**src/pkg/pms_params.svh**
```systemverilog
// timing and encoding constants for the powered-device mode sequencer
`ifndef PMS_PARAMS_SVH
`define PMS_PARAMS_SVH
`define PMS_CLK_HZ 125000000
`define PMS_TICK_US 100
// one 100 us tick from the 125 MHz clock
`define PMS_TICK_CYC ((`PMS_CLK_HZ / 1000000) * `PMS_TICK_US)
// times in ms and us, expressed in 100 us ticks
`define PMS_AC_MIN_MS 76
`define PMS_AC_MAX_MS 87
`define PMS_LONG_EVT_MS 82
`define PMS_LONG_EVT_TICKS (`PMS_LONG_EVT_MS * 10)
`define PMS_LIM_EN_US 1200
`define PMS_LIM_EN_TICKS (`PMS_LIM_EN_US / `PMS_TICK_US)
`define PMS_PG_DELAY_TICKS 10
// indicator: 250 Hz = 4 ms period = 40 ticks, 25% high = 10 ticks
`define PMS_IND_PERIOD_TICKS 40
`define PMS_IND_HIGH_TICKS 10
// keep-alive duty codes
`define PMS_DUTY_ABOVE25 2'h0
`define PMS_DUTY_25 2'h1
`define PMS_DUTY_10 2'h2
`define PMS_DUTY_5 2'h3
// config input settings
`define PMS_CFG_FLOAT 2'h0
`define PMS_CFG_332K 2'h1
`define PMS_CFG_121K 2'h2
`define PMS_CFG_SHORT 2'h3
`endif

```
**src/pkg/pms_pkg.sv**
```systemverilog
// types for the powered-device mode sequencer
package pms_pkg;
  typedef enum logic [2:0] {
    PMS_OFF,
    PMS_STARTUP,
    PMS_POWER,
    PMS_SLEEP,
    PMS_ULP_SLEEP,
    PMS_THERMAL,
    PMS_ADAPTER
  } pms_state_t;
  // analog comparator results
  typedef struct packed {
    logic vin_above_mark;
    logic vin_above_on;
    logic in_class_range;
    logic class_event;
    logic switch_full_on;
    logic temp_above_150;
    logic temp_below_120;
    logic adapter_above_9v;
    logic at_power_limit;
    logic at_current_limit;
    logic at_overload_2a4;
  } pms_analog_t;
  // decoded outputs toward the analog core
  typedef struct packed {
    logic switch_on;
    logic class_current_on;
    logic class0_drop;
    logic keepalive_cmp_on;
    logic event_sink_on;
    logic indicator_on;
    logic [1:0] keepalive_duty;
    logic autoclass_active;
  } pms_ctrl_t;
endpackage : pms_pkg

```
**src/rtl/pms_sequencer.sv**
```systemverilog
// mode and sequencing logic of a poe powered device
// How it works
// - falling edge on wake input leaves sleep or ultra-low-power sleep
// - power good held low in either sleep mode, released on wake
// - indicator pulses at 250 Hz, 25% duty in both sleep modes
// - power good low for delay after power-up and until switch fully on
// - power good low in overtemperature, high after recovery
// - autoclass drops to class-0 between 76 and 87 ms into first event
// - decode four config settings into keep-alive duty and autoclass permission
// - floating or 332k setting never drops classification current
// - 82 ms timer starts at first classification event, marks it long
// - short first event: no autoclass, keep-alive duty 25%
// - long event with permission: cut current at 82 ms, duty per setting
// - above 150 C switch, indicator and event sink turn off
// - below 120 C pass through startup before power mode
// - adapter detection enabled only after input passed mark threshold
// - adapter present above 9 V takes priority over cable power
// - adapter: switch off, event sink on, class current off, keep-alive cmp off
// - class from class resistor code and event count sets limit reference
// - limit input floating gives power-limit, grounded gives current-limit
// - limiting off during ramp, enabled 1.2 ms after switch fully on
// - power-limit mode sinks from limit output when power at limit
// - current-limit mode sinks when current reaches class threshold
// - floating limit sense disables limiting; 2.4 A overload takes over
// - limit mode changes only while limiting loop is inactive
`timescale 1ns/10ps
`default_nettype none
`include "pms_params.svh"

module pms_sequencer #(
  parameter int TICK_CYC = `PMS_TICK_CYC,
  parameter int PG_DELAY_TICKS = `PMS_PG_DELAY_TICKS
) (
  input wire logic sys_clk_i,
  input wire logic nrst_i,
  input wire logic clk_en_i,
  input wire logic wake_request_n_i,
  input wire logic sleep_request_n_i,
  input wire logic ultra_low_power_select_n_i,
  input wire logic [1:0] autoclass_config_input_i,
  input wire logic limit_level_grounded_i,
  input wire logic limit_sense_floating_i,
  input wire logic [1:0] class_program_resistor_i,
  input wire pms_pkg::pms_analog_t analog_i,
  input wire logic [7:0] wb_adr_i,
  input wire logic [31:0] wb_dat_i,
  input wire logic [3:0] wb_sel_i,
  input wire logic wb_we_i,
  input wire logic wb_cyc_i,
  input wire logic wb_stb_i,
  output logic [31:0] wb_dat_o,
  output logic wb_ack_o,
  output logic power_good_out_o,
  output logic power_good_out_oe_o,
  output logic limit_sink_output_o,
  output logic overload_limit_o,
  output pms_pkg::pms_ctrl_t ctrl_o,
  output logic [3:0] power_class_o
);
  import pms_pkg::*;

  localparam int NSYNC = 9;
  localparam int NA = $bits(pms_analog_t);

  // two-stage synchronisers; first stage read only by the second
  // pins reset to their idle-high level so the edge detectors see no
  // false falling edge in the first cycles after reset
  logic [NSYNC-1:0] pin_s1_q;
  logic [NSYNC-1:0] pin_s2_q;
  logic [NA-1:0] ana_s1_q;
  logic [NA-1:0] ana_s2_q;
  pms_analog_t ana;
  always_ff @(posedge sys_clk_i or negedge nrst_i) begin
    if (!nrst_i) begin
      pin_s1_q <= {NSYNC{1'b1}};
      pin_s2_q <= {NSYNC{1'b1}};
      ana_s1_q <= '0;
      ana_s2_q <= '0;
    end else if (clk_en_i) begin
      pin_s1_q <= {wake_request_n_i, sleep_request_n_i, ultra_low_power_select_n_i,
                   autoclass_config_input_i, limit_level_grounded_i,
                   limit_sense_floating_i, class_program_resistor_i};
      pin_s2_q <= pin_s1_q;
      ana_s1_q <= analog_i;
      ana_s2_q <= ana_s1_q;
    end
  end
  assign ana = pms_analog_t'(ana_s2_q);
  logic wake_n, sleep_n, ulp_n, lim_gnd, sense_float;
  logic [1:0] cfg, cls_res;
  assign {wake_n, sleep_n, ulp_n, cfg, lim_gnd, sense_float, cls_res} = pin_s2_q;

  // edge detection on synchronised wake and sleep
  logic wake_d1_q, sleep_d1_q, class_d1_q;
  always_ff @(posedge sys_clk_i or negedge nrst_i) begin
    if (!nrst_i) begin
      wake_d1_q <= 1'b1;
      sleep_d1_q <= 1'b1;
      class_d1_q <= 1'b0;
    end else if (clk_en_i) begin
      wake_d1_q <= wake_n;
      sleep_d1_q <= sleep_n;
      class_d1_q <= ana.class_event;
    end
  end
  logic wake_fall, sleep_fall, class_rise;
  assign wake_fall = wake_d1_q & ~wake_n;
  assign sleep_fall = sleep_d1_q & ~sleep_n;
  assign class_rise = ~class_d1_q & ana.class_event;

  // 100 us tick prescaler; timers derive from it
  // one shared tick keeps every ms timer on one time base; the price is
  // up to one tick of jitter where a timer starts, well inside the window
  logic [15:0] pre_q;
  logic tick;
  assign tick = (pre_q == 16'(TICK_CYC - 1));
  always_ff @(posedge sys_clk_i or negedge nrst_i) begin
    if (!nrst_i) begin
      pre_q <= 16'h0000;
    end else if (clk_en_i) begin
      pre_q <= tick ? 16'h0000 : pre_q + 16'h0001;
    end
  end

  // config decode used by duty selection and autoclass permission
  function automatic logic cfg_allows_ac(input logic [1:0] c);
    return (c == `PMS_CFG_121K) || (c == `PMS_CFG_SHORT);
  endfunction : cfg_allows_ac
  function automatic logic [1:0] cfg_duty(input logic [1:0] c);
    case (c)
      `PMS_CFG_FLOAT: cfg_duty = `PMS_DUTY_ABOVE25;
      `PMS_CFG_332K: cfg_duty = `PMS_DUTY_25;
      `PMS_CFG_121K: cfg_duty = `PMS_DUTY_10;
      default: cfg_duty = `PMS_DUTY_5;
    endcase
  endfunction : cfg_duty

  // main mode state machine
  pms_state_t state_q;
  logic adapter_en_q;
  logic [7:0] pg_cnt_q;
  logic pg_ok;
  assign pg_ok = (pg_cnt_q >= 8'(PG_DELAY_TICKS)) && ana.switch_full_on;
  logic adapter_det;
  assign adapter_det = adapter_en_q & ana.adapter_above_9v;
  always_ff @(posedge sys_clk_i or negedge nrst_i) begin
    if (!nrst_i) begin
      state_q <= PMS_OFF;
    end else if (clk_en_i) begin
      if (ana.temp_above_150 && state_q != PMS_OFF) begin
        state_q <= PMS_THERMAL;
      end else if (adapter_det) begin
        state_q <= PMS_ADAPTER;
      end else begin
        case (state_q)
          PMS_OFF: if (ana.vin_above_on) state_q <= PMS_STARTUP;
          PMS_STARTUP: if (pg_ok) state_q <= PMS_POWER;
          PMS_POWER: if (sleep_fall) begin
            state_q <= ulp_n ? PMS_SLEEP : PMS_ULP_SLEEP;
          end
          PMS_SLEEP, PMS_ULP_SLEEP: if (wake_fall) state_q <= PMS_POWER;
          PMS_THERMAL: if (ana.temp_below_120) state_q <= PMS_STARTUP;
          PMS_ADAPTER: state_q <= PMS_ADAPTER;
          default: state_q <= PMS_OFF;
        endcase
      end
    end
  end

  // adapter detection armed once input has passed the mark threshold
  always_ff @(posedge sys_clk_i or negedge nrst_i) begin
    if (!nrst_i) begin
      adapter_en_q <= 1'b0;
    end else if (clk_en_i && ana.vin_above_mark) begin
      adapter_en_q <= 1'b1;
    end
  end

  // power-good delay counter restarts on each startup entry
  always_ff @(posedge sys_clk_i or negedge nrst_i) begin
    if (!nrst_i) begin
      pg_cnt_q <= 8'h00;
    end else if (clk_en_i) begin
      if (state_q != PMS_STARTUP) begin
        pg_cnt_q <= 8'h00;
      end else if (tick && !pg_ok && pg_cnt_q != 8'hFF) begin
        pg_cnt_q <= pg_cnt_q + 8'h01;
      end
    end
  end

  // power good: open drain, low drive except in power mode
  // the pin level is always low; only the enable says whether it is pulled
  logic pg_q;
  always_ff @(posedge sys_clk_i or negedge nrst_i) begin
    if (!nrst_i) begin
      pg_q <= 1'b0;
    end else if (clk_en_i) begin
      pg_q <= (state_q == PMS_POWER);
    end
  end
  assign power_good_out_o = 1'b0;
  assign power_good_out_oe_o = ~pg_q;

  // indicator pulse generator, 4 ms period, 1 ms high
  logic [5:0] ind_cnt_q;
  logic ind_q;
  logic in_sleep;
  assign in_sleep = (state_q == PMS_SLEEP) || (state_q == PMS_ULP_SLEEP);
  always_ff @(posedge sys_clk_i or negedge nrst_i) begin
    if (!nrst_i) begin
      ind_cnt_q <= 6'h00;
      ind_q <= 1'b0;
    end else if (clk_en_i) begin
      if (!in_sleep) begin
        ind_cnt_q <= 6'h00;
        ind_q <= 1'b0;
      end else if (tick) begin
        ind_cnt_q <= (ind_cnt_q == 6'(`PMS_IND_PERIOD_TICKS - 1)) ? 6'h00 : ind_cnt_q + 6'h01;
        ind_q <= (ind_cnt_q < 6'(`PMS_IND_HIGH_TICKS));
      end
    end
  end

  // first classification event timer and autoclass decision
  logic [9:0] cls_cnt_q;
  logic first_seen_q, long_q, ac_q, drop_q;
  logic [2:0] evt_cnt_q;
  always_ff @(posedge sys_clk_i or negedge nrst_i) begin
    if (!nrst_i) begin
      cls_cnt_q <= 10'h000;
      first_seen_q <= 1'b0;
      long_q <= 1'b0;
      ac_q <= 1'b0;
      drop_q <= 1'b0;
    end else if (clk_en_i) begin
      if (class_rise && !first_seen_q) begin
        first_seen_q <= 1'b1;
        cls_cnt_q <= 10'h000;
      end else if (first_seen_q && ana.class_event && !long_q && evt_cnt_q == 3'h1) begin
        if (tick) begin
          cls_cnt_q <= cls_cnt_q + 10'h001;
        end
        if (cls_cnt_q == 10'(`PMS_LONG_EVT_TICKS)) begin
          long_q <= 1'b1;
          ac_q <= cfg_allows_ac(cfg);
          drop_q <= cfg_allows_ac(cfg);
        end
      end
      if (class_d1_q && !ana.class_event) begin
        drop_q <= 1'b0;
      end
    end
  end

  // count classification events for class derivation
  always_ff @(posedge sys_clk_i or negedge nrst_i) begin
    if (!nrst_i) begin
      evt_cnt_q <= 3'h0;
    end else if (clk_en_i && class_rise && evt_cnt_q != 3'h7) begin
      evt_cnt_q <= evt_cnt_q + 3'h1;
    end
  end

  // class: events 1->3, 2/3->4, 4->5/6, 5->7/8 by resistor code bit
  logic [3:0] cls_q;
  always_ff @(posedge sys_clk_i or negedge nrst_i) begin
    if (!nrst_i) begin
      cls_q <= 4'h0;
    end else if (clk_en_i && state_q == PMS_STARTUP) begin
      case (evt_cnt_q)
        3'h0, 3'h1: cls_q <= 4'h3;
        3'h2, 3'h3: cls_q <= 4'h4;
        3'h4: cls_q <= cls_res[0] ? 4'h5 : 4'h6;
        default: cls_q <= cls_res[0] ? 4'h7 : 4'h8;
      endcase
    end
  end
  assign power_class_o = cls_q;

  // limiting enable 1.2 ms after switch fully on
  logic [3:0] lim_cnt_q;
  logic lim_en_q;
  always_ff @(posedge sys_clk_i or negedge nrst_i) begin
    if (!nrst_i) begin
      lim_cnt_q <= 4'h0;
      lim_en_q <= 1'b0;
    end else if (clk_en_i) begin
      if (!ana.switch_full_on || state_q == PMS_STARTUP || state_q == PMS_OFF) begin
        lim_cnt_q <= 4'h0;
        lim_en_q <= 1'b0;
      end else if (tick && !lim_en_q) begin
        lim_cnt_q <= lim_cnt_q + 4'h1;
        lim_en_q <= (lim_cnt_q == 4'(`PMS_LIM_EN_TICKS - 1));
      end
    end
  end

  // limit mode and sink drive; mode only follows input while loop idle
  // the registered sink marks the loop as busy, so a mode request that
  // lands while sinking is held off until the sink has released
  logic cur_mode_q, sink_q, ovl_q;
  logic sink_d;
  assign sink_d = lim_en_q && !sense_float &&
                  (cur_mode_q ? ana.at_current_limit : ana.at_power_limit);
  always_ff @(posedge sys_clk_i or negedge nrst_i) begin
    if (!nrst_i) begin
      cur_mode_q <= 1'b0;
      sink_q <= 1'b0;
      ovl_q <= 1'b0;
    end else if (clk_en_i) begin
      if (!sink_q) begin
        cur_mode_q <= lim_gnd;
      end
      sink_q <= sink_d;
      ovl_q <= ana.at_overload_2a4 && ana.switch_full_on;
    end
  end
  assign limit_sink_output_o = sink_q;
  assign overload_limit_o = ovl_q;

  // controls toward the analog core
  pms_ctrl_t ctrl_q;
  always_ff @(posedge sys_clk_i or negedge nrst_i) begin
    if (!nrst_i) begin
      ctrl_q <= '0;
    end else if (clk_en_i) begin
      ctrl_q.switch_on <= (state_q == PMS_STARTUP) || (state_q == PMS_POWER) || in_sleep;
      ctrl_q.class_current_on <= ana.in_class_range && !drop_q &&
                                 state_q != PMS_ADAPTER;
      ctrl_q.class0_drop <= drop_q;
      ctrl_q.keepalive_cmp_on <= ana.switch_full_on && state_q != PMS_ADAPTER &&
                                 state_q != PMS_THERMAL;
      ctrl_q.event_sink_on <= (state_q == PMS_ADAPTER) || (state_q == PMS_POWER);
      ctrl_q.indicator_on <= ind_q && state_q != PMS_THERMAL;
      // a long first event applies the configured duty even without autoclass,
      // a short one always falls back to the 25% pattern
      ctrl_q.keepalive_duty <= long_q ? cfg_duty(cfg) : `PMS_DUTY_25;
      ctrl_q.autoclass_active <= ac_q;
    end
  end
  assign ctrl_o = ctrl_q;

  // wishbone slave: 0x00 status (read), 0x04 scratch (rw), else reads zero
  logic [31:0] dat_q;
  logic ack_q;
  logic [7:0] scratch_q;
  always_ff @(posedge sys_clk_i or negedge nrst_i) begin
    if (!nrst_i) begin
      ack_q <= 1'b0;
      dat_q <= 32'h00000000;
      scratch_q <= 8'h00;
    end else if (clk_en_i) begin
      ack_q <= wb_cyc_i && wb_stb_i && !ack_q;
      if (wb_cyc_i && wb_stb_i && !ack_q) begin
        if (wb_we_i && wb_adr_i == 8'h04 && wb_sel_i[0]) begin
          scratch_q <= wb_dat_i[7:0];
        end
        case (wb_adr_i)
          8'h00: dat_q <= {16'h0000, cls_q, 1'(ac_q), 1'(long_q), 1'(cur_mode_q),
                           1'(lim_en_q), 1'(sink_q), 1'(pg_q), 3'(state_q), 3'h0};
          8'h04: dat_q <= {24'h000000, scratch_q};
          default: dat_q <= 32'h00000000;
        endcase
      end
    end
  end
  assign wb_ack_o = ack_q;
  assign wb_dat_o = dat_q;
endmodule : pms_sequencer
`default_nettype wire

```
**config.mk**
```make
export PLATFORM = sky130hd
export DESIGN_NAME = pms_sequencer
export DESIGN_NICKNAME = d
export VERILOG_FILES = /design/src/pkg/pms_pkg.sv /design/src/rtl/pms_sequencer.sv
export VERILOG_INCLUDE_DIRS = /design/src /design/src/pkg
export SDC_FILE = /design/constraint.sdc
export NUM_CORES = 1
export LEC_CHECK = 0
export BUFFER_PORTS_ARGS = -buffer_cell sky130_fd_sc_hd__buf_2
export CORE_MARGIN = 3
export CORE_UTILIZATION = 56
export CTS_CLUSTER_SIZE = 30
export DETAILED_ROUTE_END_ITERATION = 7
export PLACE_DENSITY = 0.8
export SYNTH_ARGS = -nofsm -noshare
export SYNTH_HDL_FRONTEND = slang
export SYNTH_SLANG_ARGS = --single-unit
export TNS_END_PERCENT = 20
```
**constraint.sdc**
```tcl
create_clock -name sys_clk_i -period 2.4 [get_ports sys_clk_i]
set_input_delay 0.24 -clock sys_clk_i [delete_from_list [all_inputs] [get_ports sys_clk_i]]
set_output_delay 0.24 -clock sys_clk_i [all_outputs]
set_load 0.05 [all_outputs]
```
==> results list, run 1 <==
* Main flop type after synthesis: dfrtp_1
- Each instance of the synthesized netlist takes up on average 11.2 sq um.
- Between clock sinks in the finished design, the worst skew comes to 0.00716 ns.
- Number of buffers added on ports: 74
- Vias per cell: 5.91
- Max-capacitance violation count: 0
- The worst path meets setup with 0.132 ns of slack.
- Global routing finished with a remaining overflow of 0.
- The run finished with clean final reports.
- The worst setup path is captured at a flip-flop.
* Power density over cell area: 935 mW/mm^2
* Critical path launch point type: flip-flop
* Total Die Area: 0.0130 sq mm
- Clock tree root driver cell: clkbuf_16
* Pre-CTS setup slack: 0.0747 ns
- The routed design has 14.3 mm of wire.
* Commonest cells after routing, fill and taps aside: dfrtp_1, buf_2, mux2_2
- Initial core utilization: 0.588
* Largest stage delay on the critical path: 0.48 ns
- DRC: 0
* Maximum clock frequency: 441 MHz
- Of all flip-flops after synthesis, the portion carrying an async set or reset was 1.00.
- Sequential cell area: 0.00353 sq mm
- Broken down by cell family, the worst path's largest delay share belongs to simple AND/OR/NAND/NOR gates.
* CTS buffer count: 17
- Worst-path clk slew: 0.06 ns
- H-tree depth reported by CTS: 4
- The final layout contains 756 nets.
* Overall power: 0.00727 W
* Chip Width: 114 um
- Initial antenna violation count: 0
- Placeable core region: 0.0111 sq mm
* Overall fraction of global-route tracks in use: 0.228
* Category of the most critical setup path: flip-flop to flip-flop
* Cell count after synthesis: 582
- Final period util: 0.945
* Top post-synthesis cells by area: dfrtp_1, mux2_2, dfstp_2
* First-pass GRT wire length: 23.7 mm
- WP buf/inv: 1
* Post-synth top area share: 0.469
* Pin count of the biggest net entering global routing: 78
- VDD IR-drop max: 0.00104 V
* Area overhead of the layout relative to synthesis: 19.4%
* Relative slew slack: 0.460
- The worst path in the final design needs a cycle of 2.27 ns, including I/O delays and setup.
- After the first detailed-routing iteration, the DRC count stood at 303.
* Final hold vios: 0
* Most common cell after layout, fill and taps aside: dfrtp_1
- ANT cells: 0
- The clock passes through at most 2 buffers.
* Detailed-route wire length per cell: 17.3 um
- The slowest stage of the critical path is the or3b_2 cell.
* CP required: 2.74 ns
- Counting distinct cell types in the post-synthesis netlist gives 61.
* Die Y-Extent: 114 um
* RSZ-0062 raised after global routing: no
- In this run the count of I/O pins placed on the die edge is 120.
- Along the worst path, the maximum fanout reaches 13.
- Cell accounting for the most synthesized area: dfrtp_1
- Data on the critical path arrives at its endpoint at 2.61 ns.
* Clock sink count: 140
- Vias in the first global route: 4923
* Crit-path cells: ha_2 > or3b_2 > nor4_4 > nand4_1 > buf_4 > or4_1 > a21oi_1
- Summed over all failing endpoints, the final setup total negative slack is 0 ns.
- Sequential element share of the synthesized area: 0.542
* Count of endpoints failing setup in the final report: 0
- After legalization and detailed placement, the total HPWL measured 9.66 mm.
- The final-report max-slew violation count was 0.
- Of the cells placed in the final design, the portion with a size suffix greater than 1 is 0.303.
* Area of placed instances: 0.00707 sq mm
* Leakage: 3.67 nW
* Total non-filler cell area in the finished layout: 0.00777 sq mm
* Transition time at the pin with the least slew margin: 0.802 ns
- Total number of yosys warnings: 0
- Gp weighted congestion: 0.883
- The synthesized design contains 0 enable-type register cells.
* Floorplan row count: 38
* Area of the multi-input gates: 0.00273 sq mm
- Clock tree from TritonCTS: done
- Initial DRT Pass Iterations: 4
- For this block, the via count after detailed routing is 4884.
- Synthesized cell area: 0.00651 sq mm
* Kind of path behind the tightest hold check: input pin to flip-flop
* Worst-case hold slack: 0.0504 ns
- The layout has 764 filler cells.
* Total of flip-flops plus latches after synthesis: 140
* Clock latency of the later-clocked register in the worst-skew pair: 0.42 ns
- Number of antenna-violating nets in the routed design: 0
## report_power, final
group          leakage [nW]  total, W  switching [W]  internal, W
Sequential             1.79   0.00293       0.000280      0.00265
Clock                 0.305   0.00286        0.00103      0.00183
Combinational          1.58   0.00148       0.000960     0.000524
Total                  3.67   0.00727        0.00227      0.00500
## metal layers
metal  up-vias  share of wire  GRT usage  routed length (um)
met4         0          0.023     0.0879                 330
met3        35          0.043     0.0472                 610
li1       2251              -          -                   -
met1      2450           0.41      0.296                5870
met5         -              0          0                   0
met2       148           0.52      0.380                7470
## registers in the layout, indices dropped and copies added, names as in the netlist, 3 cells and up
| name | cells |
|---|---|
| power_class_o | 4 |
| pin_s2_q | 8 |
| pg_cnt_q | 8 |
| pin_s1_q | 8 |
| ind_cnt_q | 6 |
| ana_s1_q | 11 |
| ana | 11 |
| ctrl_o | 9 |
| scratch_q | 8 |
| lim_cnt_q | 4 |
| cls_cnt_q | 10 |
| state_q | 3 |
| evt_cnt_q | 3 |
| wb_dat_o | 16 |
| pre_q | 16 |
## final cells by class
cell class,instances,area share
clock buffer,20,0.0600
clock inverter,12,0.0238
inverter,31,0.0150
multi-input combinational,387,0.351
sequential,140,0.454
tap,140,0.0225
timing repair buffer,96,0.0740
## cell families after synthesis
kind of cell / count (synthesis) / synth area share
buf+inv: 71 / 0.0515
simple gates: 164 / 0.135
fa+ha+maj: 13 / 0.0250
mux: 55 / 0.0944
other cells: 1 / 0.000576
compound gates: 113 / 0.118
flops: 140 / 0.542
xor+xnor: 25 / 0.0336
## cells in the mapped netlist, drive strengths merged (5+ instances only)
master and count:
dfrtp 122, mux2 51, nand2 40, o21ai 35, inv 31, nor2 31, buf 25, nand3 20
dfstp 18, a21oi 15, clkbuf 15, xor2 15, nand4 14, ha 13, a22o 12, xnor2 10
and3 9, nand2b 8, nor3 6, o211ai 6, o41ai 6, a222oi 5, and2 5, and4 5
nand4b 5
## worst reg2reg max path: cells and delay by family (launching register included)
kind	cells	cell delay, ns
AO/OA/AOI/OAI	1	0.15
AND/OR/NAND/NOR	4	1.22
buffers and inverters	1	0.20
flip-flops	1	0.41
adder cells (fa/ha/maj)	1	0.24
## final timing paths
kind	startpoint	to	slack [ns]	cells after the start
hold / removal	analog_i[1]	ana_s1_q[1]	0.05	2
min in group asynchronous	nrst_i	pg_cnt_q[1]	0.40	2
setup / recovery	pre_q[0]	pg_cnt_q[4]	0.13	7
hold reg to reg	ana[10]	adapter_en_q	0.48	1
max in group asynchronous	nrst_i	pin_s1_q[0]	1.21	3
setup reg to reg	pre_q[0]	pg_cnt_q[4]	0.13	7
## repair_timing
action / 4_1_cts / 5_1_grt
setup endpoints to repair: 0 / 12
hold buffers: 1 / 0
endpoints found under the hold margin: 66 / 0
resized for setup: 0 / 5
buffers inserted: 0 / 3
## per-stage QoR
step	std cells	utilization
3_5_place_dp	790	0.638
6_report	826	0.702
5_1_grt	826	0.702
2_1_floorplan	598	-
3_3_place_gp	790	0.638
4_1_cts	823	0.698
Note: power is estimated with default switching activity, not from simulation.
==> run 2, diff against run 1 <==
- SETUP_SLACK_MARGIN: default -> 0.15
- clock period: 2.4 -> 2.2 ns (I/O delays scaled with it)
==> results list, run 2 (synthesis gave the netlist of run 1 again) <==
- Initial core utilization: 0.588
* Fraction of final layout cells with drive strength greater than 1: 0.358
- By startpoint and endpoint, the worst setup path is classified as flip-flop to flip-flop.
* Detailed-route wire length per cell: 17.4 um
* Via count: 4926
* Final period util: 1.03
* Worst-path clk slew: 0.06 ns
- VDD IR-drop max: 0.000803 V
- Overall power: 0.00766 W
* Kind of path behind the tightest hold check: input pin to flip-flop
* Count of routing violations after the opening detailed-route iteration: 470
* Status: complete, but fails checks
* Clock tree root driver cell: clkbuf_16
- Initial DRT Pass Iterations: 5
- Count of endpoints failing setup in the final report: 1
* Gp weighted congestion: 0.898
- The clock arrives with 0.00885 ns of skew.
- Highest fanout seen on the critical path: 5
* Vias in the first global route: 5070
- Initial antenna violation count: 0
* Leakage: 3.82 nW
* Combinational fraction of design power: 0.228
* Final Worst Setup Slack: -0.0760 ns
- IO Pins: 120
- Relative slew slack: 0.634
* Part of the power in the clock network: 0.356
- Number of buffers added on ports: 74
- The internal portion of the total power is 0.00525 W.
- Non-filler cells, final: 850
* Most common cell after layout, fill and taps aside: dfrtp_1
- For the worst-skew pair, the clock arrives at the later sink with an insertion delay of 0.42 ns.
- Measured on the finished design, the core utilization comes to 0.728.
* Pre-CTS setup slack: -0.0238 ns
- Summed over all failing endpoints, the final setup total negative slack is -0.0760 ns.
* Maximum clock frequency: 439 MHz
- For this run, the total global-route usage over all layers was measured as 0.237.
- For the worst setup path, the data required time is 2.54 ns.
* Net switching power figure: 0.00241 W
* RSZ-0062 raised after global routing: yes
* Total Die Area: 0.0130 sq mm
- Power spread over the standard cell area amounts to 950 mW/mm^2.
* Number of nets in the final layout: 780
- The total overflow left after global routing is 0.
- The worst setup path is launched from a flip-flop.
- Counting I/O delays and the setup requirement, the final critical path takes 2.28 ns.
* H-tree depth reported by CTS: 4
* Floorplan row count: 38
- Pin count of the biggest net entering global routing: 58
- The hold violation count in the final report was 0.
- Once placement completed, the tool counted placed cells totaling 805.
* Clock sink count: 140
- WP buf/inv: 1
* CP most frequent cell: or4_4
- Sequential Power Share: 0.416
- The region available for standard cell placement spans 0.0111 sq mm.
* DRC: 0
* Largest stage delay on the critical path: 0.55 ns
- Largest buffer count on any clock path: 2
- ANT cells: 0
- Die Y-Extent: 114 um
- Crit-path cells: or4_4 > nor4_4 > nand4_1 > buf_4 > or4_4 > a21oi_2
* First-pass GRT wire length: 24.3 mm
- Area overhead of the layout relative to synthesis: 23.9%
- Transition time at the pin with the least slew margin: 0.545 ns
- In the layout the commonest cells are dfrtp_1, buf_2, mux2_2.
- Chip Width: 114 um
- The routed design has 14.8 mm of wire.
- Critical Path End Type: flip-flop
- CTS buffer count: 17
- In the routed layout, each cell is associated on average with a via count of 5.80.
- The final reports fail on negative setup slack.
- STA puts the critical path data arrival time at 2.61 ns.
- The slowest stage of the critical path belongs to the cell or4_4.
* Max-capacitance violation count: 0
- Clock tree from TritonCTS: done
- Max Transition Viols Final: 0
- Switching fraction of total power: 0.315
* Number of antenna-violating nets in the routed design: 0
* Placed wire-length estimate: 9.51 mm
- Cell family contributing the most delay on the critical path: simple AND/OR/NAND/NOR gates
run 2: worst reg2reg max path: stages, from the launching register on:
cell and delay [ns]:
dfrtp_1 0.38, or4_4 0.55, nor4_4 0.33, nand4_1 0.17
buf_4 0.19, or4_4 0.43, a21oi_2 0.14
run 2: cell type report:
cell class | count | area, sq um
Sequential cell | 140 | 3530
Fill cell | 688 | 3010
Multi-Input combinational cell | 387 | 2910
Timing Repair Buffer | 120 | 774
Clock buffer | 24 | 462
Tap cell | 140 | 175
Inverter | 31 | 116
Clock inverter | 8 | 95.1
run 2: repair_timing:
item / 4_1_cts / 5_1_grt
resized for setup: 17 / 39
hold endpoints to repair: 44 / 0
hold buffers: 1 / 0
pin swaps: 8 / 27
setup endpoints to repair: 23 / 37
setup buffers: 5 / 7
run 2: routing by layer:
metal	track usage	vias to the layer above	share of wire
met4	0.0887	0	0.019
met1	0.292	2447	0.40
met2	0.408	161	0.53
met3	0.0552	34	0.048
met5	0	-	0
li1	-	2284	-
run 2: final timing paths:
kind / slack, ns / cells past startpoint / start / endpoint
max: -0.08 / 6 / pre_q[5] / pg_cnt_q[4]
min: 0.03 / 2 / wb_dat_i[4] / scratch_q[4]
max reg2reg: -0.08 / 6 / pre_q[5] / pg_cnt_q[4]
min reg2reg: 0.47 / 1 / ana[10] / adapter_en_q
max in group asynchronous: 1.15 / 3 / nrst_i / pin_s2_q[5]
min in group asynchronous: 0.35 / 2 / nrst_i / ctrl_o[3]
run 2: power groups by stage:
stage	combinational, W	clock [W]	sequential [W]
3_3_place_gp	0.00156	0	0.00319
2_1_floorplan	0.000977	0	0.00336
3_5_place_dp	0.00162	0	0.00321
4_1_cts	0.00165	0.00274	0.00317
5_1_grt	0.00191	0.00288	0.00324
6_report	0.00175	0.00273	0.00319
run 2: per-stage QoR:
stage                     hold slack [ns]  instance area, sq um
final                              0.0332                  8070
after global routing               0.0209                  8070
after CTS                          0.0275                  7840
after detailed placement            0.231                  7190
after global placement              0.223                  7190
after floorplan                   -0.0756                  6600
